### config.mk
export PLATFORM = sky130hd
export DESIGN_NAME = drpc_ctrl_flat
export DESIGN_NICKNAME = d
export VERILOG_FILES = /design/src/drpc_pkg.sv /design/src/drpc_if.sv /design/src/drpc_ctrl.sv /design/src/flat_wrapper.sv
export SDC_FILE = /design/constraint.sdc
export NUM_CORES = 1
export LEC_CHECK = 0
export BUFFER_PORTS_ARGS = -buffer_cell sky130_fd_sc_hd__buf_2
export CORE_ASPECT_RATIO = 2
export CORE_MARGIN = 3
export CORE_UTILIZATION = 61
export DETAILED_ROUTE_END_ITERATION = 12
export PLACE_DENSITY = 0.86
export SETUP_SLACK_MARGIN = 0.1
export SKIP_LAST_GASP = 1
export SLEW_MARGIN = 15
export SYNTH_ARGS = -nofsm -noshare
export SYNTH_HDL_FRONTEND = slang
export SYNTH_SLANG_ARGS = --single-unit
export TNS_END_PERCENT = 50
### constraint.sdc
create_clock -name ref_clk -period 3.6 [get_ports ref_clk]
set_clock_uncertainty 0.2 [all_clocks]
set_input_delay 0.18 -clock ref_clk [delete_from_list [all_inputs] [get_ports ref_clk]]
set_output_delay 0.18 -clock ref_clk [all_outputs]
set_load 0.03 [all_outputs]
### src/drpc_pkg.sv
// Package: commands and timing counts of the refresh and power-down control
package drpc_pkg;
   localparam int CLK_PERIOD_PS = 4000;
   localparam int REFI_NORMAL_PS = 7812500;
   localparam int REFI_HOT_PS = 3900000;
   // Longest times round down
   localparam int REFI_NORMAL_CYC = REFI_NORMAL_PS / CLK_PERIOD_PS;
   localparam int REFI_HOT_CYC = REFI_HOT_PS / CLK_PERIOD_PS;
   localparam int RFC_NS = 128;
   // Least times round up
   localparam int RFC_CYC = (RFC_NS * 1000 + CLK_PERIOD_PS - 1) / CLK_PERIOD_PS;
   localparam int XSNR_NS = 138;
   localparam int XSNR_CYC = (XSNR_NS * 1000 + CLK_PERIOD_PS - 1) / CLK_PERIOD_PS;
   localparam int XSRD_CYC = 200;
   localparam int CKE_MIN_CYC = 3;
   localparam int XP_CYC = 2;
   localparam int XARD_CYC = 2;
   localparam int XARDS_CYC = 7;
   localparam int WTR_MIN_CYC = 2;
   localparam int RPST_CYC = 1;
   localparam int CNT_W = 16;
   localparam int NUM_BANKS = 8;
   localparam int MR_SLOW_EXIT_BIT = 12;
   typedef enum logic [2:0]
   {
      DRPC_CMD_NOP,
      DRPC_CMD_DESEL,
      DRPC_CMD_ACT,
      DRPC_CMD_READ,
      DRPC_CMD_WRITE,
      DRPC_CMD_PRE,
      DRPC_CMD_REF,
      DRPC_CMD_LM
   } drpc_cmd_type;
endpackage

### src/drpc_if.sv
// Interface: command, CKE and ODT link between controller and memory device
`timescale 1ns/1ps
interface drpc_if;
   drpc_pkg::drpc_cmd_type cmd;
   logic [2:0] bank;
   logic a10;
   logic cke;
   logic odt;
   modport ctrl
   (
      output cmd,
      output bank,
      output a10,
      output cke,
      output odt
   );
   modport dev
   (
      input cmd,
      input bank,
      input a10,
      input cke,
      input odt
   );
endinterface

### src/drpc_ctrl.sv
// Controller end: refresh scheduling, self-refresh and power-down sequencing
`timescale 1ns/1ps
module drpc_ctrl
#(
   parameter int REFI_NORMAL = drpc_pkg::REFI_NORMAL_CYC,
   parameter int REFI_HOT = drpc_pkg::REFI_HOT_CYC
)
(
   input wire ref_clk,
   input wire nrst,
   drpc_if.ctrl mem,
   input wire logic hot,
   input wire logic req_valid,
   input wire drpc_pkg::drpc_cmd_type req_cmd,
   input wire logic [2:0] req_bank,
   input wire logic req_a10,
   input wire logic req_odt,
   input wire logic pd_req,
   input wire logic sr_req,
   input wire logic slow_exit,
   input wire logic dll_locked,
   output logic req_ready,
   output logic in_pd,
   output logic in_sr,
   output logic dll_reset_needed
);
   typedef enum logic [2:0]
   {
      DRPC_C_RUN,
      DRPC_C_PREALL,
      DRPC_C_REF,
      DRPC_C_PD,
      DRPC_C_SR,
      DRPC_C_EXIT
   } drpc_cstate_type;

   drpc_cstate_type state, next_state;
   logic [drpc_pkg::CNT_W-1:0] refi, next_refi;
   logic [drpc_pkg::CNT_W-1:0] wait_cnt, next_wait_cnt;
   logic [drpc_pkg::CNT_W-1:0] rd_wait, next_rd_wait;
   logic [drpc_pkg::CNT_W-1:0] busy, next_busy;
   logic [drpc_pkg::CNT_W-1:0] cke_hold, next_cke_hold;
   logic [drpc_pkg::NUM_BANKS-1:0] open_b, next_open_b;
   logic pend_ref, next_pend_ref;
   logic sr_go, next_sr_go;
   logic cke, next_cke;
   logic odt, next_odt;
   drpc_pkg::drpc_cmd_type cmd, next_cmd;
   logic [2:0] bank, next_bank;
   logic a10, next_a10;
   logic ready, next_ready;
   logic dllr, next_dllr;
   logic unlocked_at_entry, next_unlocked_at_entry;
   logic next_in_pd, next_in_sr;

   assign mem.cmd = cmd;
   assign mem.bank = bank;
   assign mem.a10 = a10;
   assign mem.cke = cke;
   assign mem.odt = odt;
   assign req_ready = ready;
   assign dll_reset_needed = dllr;

   ////////////////////////////////////////////////////////////////////////////
   always_comb
   begin
      next_state = state;
      // Hot case tightens the interval
      next_refi = (refi != '0) ? refi - 1'b1 :
         hot ? drpc_pkg::CNT_W'(REFI_HOT) : drpc_pkg::CNT_W'(REFI_NORMAL);
      next_wait_cnt = (wait_cnt == '0) ? '0 : wait_cnt - 1'b1;
      next_rd_wait = (rd_wait == '0) ? '0 : rd_wait - 1'b1;
      next_busy = (busy == '0) ? '0 : busy - 1'b1;
      next_cke_hold = (cke_hold == '0) ? '0 : cke_hold - 1'b1;
      next_open_b = open_b;
      next_pend_ref = pend_ref | (refi == '0);
      next_sr_go = sr_go;
      next_cke = cke;
      next_odt = odt;
      next_cmd = drpc_pkg::DRPC_CMD_NOP;
      next_bank = '0;
      next_a10 = 1'b0;
      next_ready = 1'b0;
      next_dllr = dllr;
      next_unlocked_at_entry = unlocked_at_entry;
      unique case (state)
         DRPC_C_RUN:
         begin
            if (pend_ref || sr_req)
            begin
               next_sr_go = sr_req && !pend_ref;
               next_odt = 1'b0;
               if (busy == '0)
               begin
                  next_state = DRPC_C_PREALL;
               end
            end
            else if (pd_req && busy == '0 && cke_hold == '0)
            begin
               // Entry with NOP; refresh timer keeps running to bound the stay
               next_cke = 1'b0;
               next_odt = 1'b0;
               next_cke_hold = drpc_pkg::CNT_W'(drpc_pkg::CKE_MIN_CYC);
               next_unlocked_at_entry = !dll_locked;
               next_state = DRPC_C_PD;
            end
            else
            begin
               // Dropped before a due refresh, so a due refresh never discards a taken request
               next_ready = (refi != '0);
               next_odt = req_odt && rd_wait == '0;
               if (req_valid && ready)
               begin
                  if (!(req_cmd == drpc_pkg::DRPC_CMD_READ && rd_wait != '0))
                  begin
                     next_cmd = req_cmd;
                     next_bank = req_bank;
                     next_a10 = req_a10;
                     unique case (req_cmd)
                        drpc_pkg::DRPC_CMD_ACT: next_open_b[req_bank] = 1'b1;
                        drpc_pkg::DRPC_CMD_PRE:
                           next_open_b = req_a10 ? '0 : open_b & ~(8'h01 << req_bank);
                        drpc_pkg::DRPC_CMD_READ:
                        begin
                           next_busy = drpc_pkg::CNT_W'(4 + drpc_pkg::RPST_CYC);
                           next_dllr = 1'b0;
                        end
                        drpc_pkg::DRPC_CMD_WRITE:
                           next_busy = drpc_pkg::CNT_W'(6 + drpc_pkg::WTR_MIN_CYC);
                        drpc_pkg::DRPC_CMD_LM: next_busy = drpc_pkg::CNT_W'(2);
                        default: next_open_b = open_b;
                     endcase
                  end
               end
            end
         end
         DRPC_C_PREALL:
         begin
            if (open_b != '0)
            begin
               next_cmd = drpc_pkg::DRPC_CMD_PRE;
               next_a10 = 1'b1;
               next_open_b = '0;
               next_busy = drpc_pkg::CNT_W'(4);
            end
            else if (busy == '0 && cke_hold == '0)
            begin
               next_cmd = drpc_pkg::DRPC_CMD_REF;
               // A new interval expiring now must not be lost
               next_pend_ref = (refi == '0);
               if (sr_go)
               begin
                  next_cke = 1'b0;
                  next_cke_hold = drpc_pkg::CNT_W'(drpc_pkg::CKE_MIN_CYC);
                  next_state = DRPC_C_SR;
               end
               else
               begin
                  next_busy = drpc_pkg::CNT_W'(drpc_pkg::RFC_CYC);
                  next_state = DRPC_C_REF;
               end
            end
         end
         DRPC_C_REF: next_state = (busy == '0) ? DRPC_C_RUN : state;
         DRPC_C_PD:
         begin
            if ((!pd_req || pend_ref) && cke_hold == '0)
            begin
               next_cke = 1'b1;
               next_cke_hold = drpc_pkg::CNT_W'(drpc_pkg::CKE_MIN_CYC);
               next_wait_cnt = drpc_pkg::CNT_W'(drpc_pkg::XP_CYC);
               next_rd_wait = slow_exit ? drpc_pkg::CNT_W'(drpc_pkg::XARDS_CYC) :
                  drpc_pkg::CNT_W'(drpc_pkg::XARD_CYC);
               next_dllr = unlocked_at_entry;
               next_state = DRPC_C_EXIT;
            end
         end
         DRPC_C_SR:
         begin
            next_pend_ref = 1'b0;
            if (!sr_req && cke_hold == '0)
            begin
               next_cke = 1'b1;
               next_cke_hold = drpc_pkg::CNT_W'(drpc_pkg::XSRD_CYC);
               next_wait_cnt = drpc_pkg::CNT_W'(drpc_pkg::XSNR_CYC);
               next_rd_wait = drpc_pkg::CNT_W'(drpc_pkg::XSRD_CYC);
               next_state = DRPC_C_EXIT;
            end
         end
         DRPC_C_EXIT: next_state = (wait_cnt == '0) ? DRPC_C_RUN : state;
      endcase
      next_in_pd = (next_state == DRPC_C_PD);
      next_in_sr = (next_state == DRPC_C_SR);
   end

   always_ff @(posedge ref_clk or negedge nrst)
   begin
      if (!nrst)
      begin
         state <= DRPC_C_RUN;
         refi <= '0;
         wait_cnt <= '0;
         rd_wait <= '0;
         busy <= '0;
         cke_hold <= '0;
         open_b <= '0;
         pend_ref <= 1'b0;
         sr_go <= 1'b0;
         cke <= 1'b1;
         odt <= 1'b0;
         cmd <= drpc_pkg::DRPC_CMD_NOP;
         bank <= '0;
         a10 <= 1'b0;
         ready <= 1'b0;
         dllr <= 1'b0;
         unlocked_at_entry <= 1'b0;
         in_pd <= 1'b0;
         in_sr <= 1'b0;
      end
      else
      begin
         state <= next_state;
         refi <= next_refi;
         wait_cnt <= next_wait_cnt;
         rd_wait <= next_rd_wait;
         busy <= next_busy;
         cke_hold <= next_cke_hold;
         open_b <= next_open_b;
         pend_ref <= next_pend_ref;
         sr_go <= next_sr_go;
         cke <= next_cke;
         odt <= next_odt;
         cmd <= next_cmd;
         bank <= next_bank;
         a10 <= next_a10;
         ready <= next_ready;
         dllr <= next_dllr;
         unlocked_at_entry <= next_unlocked_at_entry;
         in_pd <= next_in_pd;
         in_sr <= next_in_sr;
      end
   end
endmodule

### src/flat_wrapper.sv
// flat-port wrapper written by rule: the top's interface ports become plain ports
module drpc_ctrl_flat 
#(
   parameter int REFI_NORMAL = drpc_pkg::REFI_NORMAL_CYC,
   parameter int REFI_HOT = drpc_pkg::REFI_HOT_CYC
)
  (ref_clk, nrst, hot, req_valid, req_cmd, req_bank, req_a10, req_odt, pd_req, sr_req, slow_exit, dll_locked, req_ready, in_pd, in_sr, dll_reset_needed, mem_cmd, mem_bank, mem_a10, mem_cke, mem_odt);
  drpc_if mem_i ();
  input wire ref_clk;
  input wire nrst;
  input wire logic hot;
  input wire logic req_valid;
  input wire drpc_pkg::drpc_cmd_type req_cmd;
  input wire logic [2:0] req_bank;
  input wire logic req_a10;
  input wire logic req_odt;
  input wire logic pd_req;
  input wire logic sr_req;
  input wire logic slow_exit;
  input wire logic dll_locked;
  output logic req_ready;
  output logic in_pd;
  output logic in_sr;
  output logic dll_reset_needed;
  output wire logic [$bits(mem_i.cmd)-1:0] mem_cmd;
  output wire logic [$bits(mem_i.bank)-1:0] mem_bank;
  output wire logic [$bits(mem_i.a10)-1:0] mem_a10;
  output wire logic [$bits(mem_i.cke)-1:0] mem_cke;
  output wire logic [$bits(mem_i.odt)-1:0] mem_odt;
  assign mem_cmd = mem_i.cmd;
  assign mem_bank = mem_i.bank;
  assign mem_a10 = mem_i.a10;
  assign mem_cke = mem_i.cke;
  assign mem_odt = mem_i.odt;
  drpc_ctrl #(.REFI_NORMAL(REFI_NORMAL), .REFI_HOT(REFI_HOT)) u_core (.ref_clk(ref_clk), .nrst(nrst), .mem(mem_i), .hot(hot), .req_valid(req_valid), .req_cmd(req_cmd), .req_bank(req_bank), .req_a10(req_a10), .req_odt(req_odt), .pd_req(pd_req), .sr_req(sr_req), .slow_exit(slow_exit), .dll_locked(dll_locked), .req_ready(req_ready), .in_pd(in_pd), .in_sr(in_sr), .dll_reset_needed(dll_reset_needed));
endmodule
==> metrics, run 1 <==
status=complete, no violations; H-tree levels=3; CP max stage cell=nor2_1; n_diodes=0; Max Clk Rate=340 MHz; Area growth syn-to-layout=12.2%; CP Capture Type=flop; top cells by area, synth=dfrtp_1 48%, nor2_1 6.6%, xnor2_1 5.8%; Clock transition at path regs=70 ps; CP required=3640 ps; IO Count=29; max incr delay on CP=440 ps; library cells used by synthesis=56; CP Cell Sequence=inv_1, ha_1, nor4b_1, nand4_1, nor2_1, a21oi_1, o41a_1, nor3b_2; Synth Cell Area=0.00556 mm2; Row Count=48; DRT antenna net count=0; Die Y=141 um; hold wc startpoint=sr_req; Setup TNS=0 ps; most common cell in the netlist=dfrtp_1; Total Power=3.98 mW; vias in the first global route=4,898; post-synth top area share=47.7%; core area=0.00877 mm2; CTS tree=done; max_cap viols=0; CP top delay family=simple AND/OR/NAND/NOR gates; number of iterations in the first detailed-routing pass=5; Final Hold Viols=0; clk sinks=107; Critical Path Fanout Max=6; Initial Utilization=63.5%; post-DP HPWL=9550 um; Worst R2R Path Depth=8; r2r setup slk=660 ps; final setup violation count=0; grt ovf=0; M3 GR Usage=4.00%; crit path DAT=2980 ps; fraction of layout cells with a size suffix above 1=10.3%; VDD IR max=0.447 mV; most instantiated cells after synthesis=106 x dfrtp_1, 98 x nor2_1, 43 x nand2_1; area leader, netlist=dfrtp_1; number of synthesized flops with an enable pin=0; Async SR Flop Fraction=100%; Setup Buffers After CTS=0; largest net degree at the start of global routing=76; Critical R2R Capture=u_core.in_pd; GPL Wtd Cong=0.905; Pwr Density=638 mW/mm2; Hold Crit Depth=3; worst-margin pin slew=948 ps; drt wl/cell=17.6 um; Critical R2R Launch=u_core.cke_hold[1]; RSZ-0062 raised after global routing=no; Synth Net Count=627; Tcrit/Tclk final=81.6%; CP Class=reg -> reg; Via Count=4,686; global-route wire length before repair=22,300 um; die width=73.5 um; Clk Latency, worst-skew pair=350 ps; min Tclk post-route=2940 ps; busiest grt layer=met2; Final Net Count=668; Seq/Total Area, Yosys=48.1%; Max-slew headroom=36.8%; Slew Limit Fails=0; starting DRC count in detailed routing=249; YS warnings=0; Synth Area per Inst=9.21 um2; met2 usage=48.9%; top_reg_cell synth=dfrtp_1; Yosys reg bits=107; worst-case clock buffer depth=2; initial antenna violation count=0; CTS buffer count=9; root cell of the clock tree=clkbuf_16; gr usage total=27.2%; Hold WS=15.3 ps; DRT Wirelength=13,200 um; vias per cell=6.25; Hold WC Path Type=in -> reg; Hold Path Sink=u_core.sr_go; DRC viols=0; PortBufs=28; synthesized instance count=604; die area=0.0104 mm2; Bufs and invs on worst path=1; grt met1 use=30.7%; static leakage=2.74 nW; critical path startpoint category=flop
[logic make-up after synthesis]
| kind of cell | Yosys count | share of synthesized area, % |
|---|---|---|
| AO/OA/AOI/OAI | 117 | 13.0 |
| flip-flops | 107 | 48.1 |
| multiplexers | 3 | 0.585 |
| adder cells (fa/ha/maj) | 7 | 1.57 |
| XOR/XNOR | 55 | 8.66 |
| buffers and inverters | 31 | 2.14 |
| AND/OR/NAND/NOR | 284 | 25.9 |
[worst reg2reg max path, delay by kind of cell (launching register included)]
kind	cells	cell delay, ps
buf+inv	1	120
compound gates	2	610
flops	1	400
simple gates	4	1260
fa+ha+maj	1	260
[through the flow]
step | instances | instance area (um2) | utilization, % | worst slack, ps
after CTS | 750 | 6240 | 71.2 | 690
after global routing | 750 | 6240 | 71.2 | 359
after detailed placement | 722 | 5820 | 66.4 | 702
after floorplan | 604 | 5560 | - | 1110
final | 750 | 6240 | 71.2 | 662
after global placement | 722 | 5820 | 66.4 | 783
[metal layers]
layer	wire [um]	up-vias	part of all wire (%)
met1	4940	2295	37
met2	7420	127	56
li1	-	2227	-
met4	405	0	3.1
met5	0	-	0
met3	430	37	3.3
[sequential cells by signal (all words and copies together) (netlist names), 3 cells and up]
| signal | count |
|---|---|
| u_core.open_b | 8 |
| u_core.mem.cmd | 3 |
| u_core.state | 3 |
| u_core.cke_hold | 16 |
| u_core.mem.bank | 3 |
| u_core.refi | 16 |
| u_core.busy | 16 |
| u_core.rd_wait | 16 |
| u_core.wait_cnt | 16 |
[worst max path at each step]
stage | startpoint | depth (start not counted) | endpoint
6_report | u_core.cke_hold[1] | 8 | u_core.in_pd
5_1_grt | u_core.cke_hold[1] | 8 | u_core.in_pd
4_1_cts | u_core.cke_hold[1] | 8 | u_core.in_pd
3_5_place_dp | u_core.cke_hold[1] | 8 | u_core.in_pd
3_3_place_gp | u_core.cke_hold[0] | 8 | u_core.in_pd
2_1_floorplan | u_core.wait_cnt[7] | 6 | u_core.in_pd
[what timing repair did]
item / CTS / global route
hold buffers: 12 / 0
resized for setup: 0 / 0
endpoints found under the hold margin: 90 / 0
endpoints found under the setup margin: 0 / 0
[final cells by class]
cell class / count / area [um2]
Multi-Input combinational cell: 466 / 2770
Sequential cell: 107 / 2680
Fill cell: 661 / 2520
Timing Repair Buffer: 46 / 308
Clock buffer: 10 / 229
Tap cell: 100 / 125
Clock inverter: 6 / 73.8
Inverter: 15 / 56.3
[where the power goes]
group	leakage [nW]	total (mW)	switching (mW)	internal (mW)
clock	0.148	1.01	0.457	0.549
sequential	1.34	1.90	0.363	1.54
combinational	1.25	1.07	0.596	0.479
total	2.74	3.98	1.42	2.57
[cells in the final DEF (no fill, tap or decap), drive strengths merged, types with 12 or more instances in the layout]
master,count
dlygate4sd3,12
xnor2,37
a21oi,36
o21ai,29
nand2,43
nor2,98
nor3,33
or3,12
dfrtp,106
nand3,16
xor2,18
inv,17
nand2b,12
buf,34
nor4,20
Note: power is estimated with default switching activity, not from simulation.
==> run 2, diff against run 1 <==
- ABC_AREA: default -> 1
- CORE_UTILIZATION: 61 -> 56
- PLACE_DENSITY: 0.86 -> 0.84
- clock period: 3.6 -> 2.36 ns (I/O delays scaled with it)
==> metrics, run 2 <==
Max Clk Rate=456 MHz (+34%); most frequent cells in the layout=123 x nand2_1, 118 x nor2_1, 106 x dfrtp_1, 93 x inv_1, 52 x nand3_1; Tcrit/Tclk final=93.0% (+11 points); static leakage=3.30 nW (+21%); global-route wire length before repair=24,500 um (+9.8%); fin area=0.00690 mm2 (+11%); crit path DAT=2230 ps (-750 ps); Slew Limit Fails=0 (unchanged); Die Y=153 um (+8.3%); Final Net Count=841 (+26%); final setup violation count=0 (unchanged); number of iterations in the first detailed-routing pass=5 (unchanged); r2r setup slk=170 ps (-500 ps); initial antenna violation count=0 (unchanged); worst-case clock buffer depth=2 (unchanged); gr usage total=25.2% (-2.1 points); CP Class=reg -> reg; Synth Cell Area=0.00603 mm2 (+8.4%); worst-margin pin slew=518 ps (-430 ps); CP Capture Type=flop; Final Hold Viols=0 (unchanged); clk sinks=107 (unchanged); vias in the first global route=5,566 (+14%); Fill cells=849 (+28%); GPL Wtd Cong=0.913 (+0.93%); CTS buffer count=9 (unchanged); vias per cell=5.55 (-11%); Async SR Flop Fraction=100% (unchanged); Initial Utilization=57.2% (-6.2 points); commonest non-fill, non-tap cell in the layout=nand2_1; post-synth top area share=44.0% (-3.7 points); Max-slew headroom=65.5% (+29 points); VDD IR max=0.865 mV (+93%); min Tclk post-route=2190 ps (-744 ps); Critical Path Source=u_core.cke_hold[0]; Worst R2R Path Depth=12 (+4); top cells by area, synth=dfrtp_1 44%, nand2_1 7.8%, nor2_1 7.5%; Row Count=53 (+10%); grt ovf=0 (unchanged); library cells used by synthesis=36 (-36%); Seq/Total Area, Yosys=44.4% (-3.7 points); Clock transition at path regs=70 ps (about the same); Hold Crit Depth=3 (unchanged); synthesized instance count=758 (+25%); CP required=2400 ps (-1240 ps); hold wc startpoint=req_valid; status=complete, no violations; DRT antenna net count=0 (unchanged); Yosys reg bits=107 (unchanged); Critical R2R Capture=u_core.busy[10]; IO Count=29 (unchanged); Hold WS=15.9 ps (+0.638 ps); Critical R2R Launch=u_core.cke_hold[0]; Hold WC Path Type=in -> reg; root cell of the clock tree=clkbuf_16; largest net degree at the start of global routing=41 (-46%); drt wl/cell=15.0 um (-15%); H-tree levels=3 (unchanged); die width=79.4 um (+8.0%); number of synthesized flops with an enable pin=0 (unchanged); post-DP HPWL=10,400 um (+9.0%); critical path startpoint category=flop; fraction of layout cells with a size suffix above 1=15.3% (+5.0 points); die area=0.0121 mm2 (+17%); Synth Net Count=781 (+25%); most instantiated cells after synthesis=126 x nand2_1, 120 x nor2_1, 106 x dfrtp_1; core area=0.0105 mm2 (+20%); DRT Wirelength=14,400 um (+8.7%); max_cap viols=0 (unchanged); most common cell in the netlist=nand2_1; DRC viols=0 (unchanged); YS warnings=0 (unchanged); Critical Path Fanout Max=5 (-1); Placed Instance Area=0.00638 mm2 (+9.7%); area leader, netlist=dfrtp_1; RSZ-0062 raised after global routing=yes; top_reg_cell synth=dfrtp_1; Synth Area per Inst=7.96 um2 (-14%); starting DRC count in detailed routing=338 (+36%); CTS tree=done; Clk Latency, worst-skew pair=350 ps (about the same); Via Count=5,319 (+14%); Area growth syn-to-layout=14.5%; Pwr Density=1000 mW/mm2 (+57%); n_diodes=0 (unchanged); PortBufs=28 (unchanged); Hold Path Sink=u_core.mem.cmd[2]
run 2: layer usage:
metal  vias to the layer above  routed length, um  track usage [%]
met5                         -                  0                0
met1                      2540               5210             26.4
met4                         0                659             12.9
li1                       2558                  -                -
met2                       160               7980             46.3
met3                        61                496             4.56
run 2: layout make-up:
type | count | area, um2 | share of cell area [%]
clock inverters | 2 | 60.1 | 0.870
repair buffers | 54 | 384 | 5.56
clock buffers | 12 | 256 | 3.72
flip-flops and latches | 107 | 2680 | 38.8
well taps | 137 | 171 | 2.48
multi-input cells | 544 | 2970 | 43.0
inverters | 102 | 383 | 5.55
run 2: cell families after synthesis:
kind of cell | Yosys count | synth area share [%]
AND/OR/NAND/NOR | 397 | 31.1
flip-flops | 107 | 44.4
buffers and inverters | 107 | 7.18
XOR/XNOR | 50 | 7.26
AO/OA/AOI/OAI | 90 | 8.65
adder cells (fa/ha/maj) | 7 | 1.45
run 2: worst max path at each step:
| stage | slack, ps | to | depth (start not counted) |
|---|---|---|---|
| finish | 170 | u_core.busy[10] | 12 |
| global route | -8 | u_core.busy[10] | 12 |
| CTS | 100 | u_core.wait_cnt[8] | 11 |
| detailed placement | 110 | u_core.wait_cnt[11] | 11 |
| global placement | 230 | u_core.busy[11] | 12 |
| floorplan | 440 | u_core.busy[13] | 12 |
run 2: where the power goes:
part           switching, mW  internal (mW)
Clock                  0.643          0.977
Sequential             0.254           2.15
Combinational           1.91           1.00
Total                   2.80           4.12
run 2: critical path, stage by stage (launching register included):
cell     delay [ps]
dfrtp_1         370
inv_1           100
ha_2            240
nand2_2         120
nor2_4          160
nand2_2         120
nor2_4          160
nor2_2           80
nand2_2          80
nand2_1          90
nand2_2         100
buf_2           220
nor2_2           50
run 2: timing repair:
item                                    CTS  global route
endpoints found under the hold margin    95             0
resized for setup                         0            14
pin swaps                                 0             2
endpoints found under the setup margin    2            49
buffers inserted                          0             2
hold buffers                             13             0
gates cloned                              0             1
run 2: metrics by stage:
step | total power [mW] | setup TNS [ps] | std cells | util, % | setup WS [ps]
floorplan | 4.54 | 0 | 758 | - | 437
global placement | 5.06 | 0 | 928 | 60.5 | 232
detailed placement | 5.13 | 0 | 928 | 60.5 | 108
CTS | 6.78 | 0 | 955 | 64.8 | 96.2
global route | 7.38 | -7.77 | 958 | 65.5 | -7.77
finish | 6.93 | 0 | 958 | 65.5 | 166
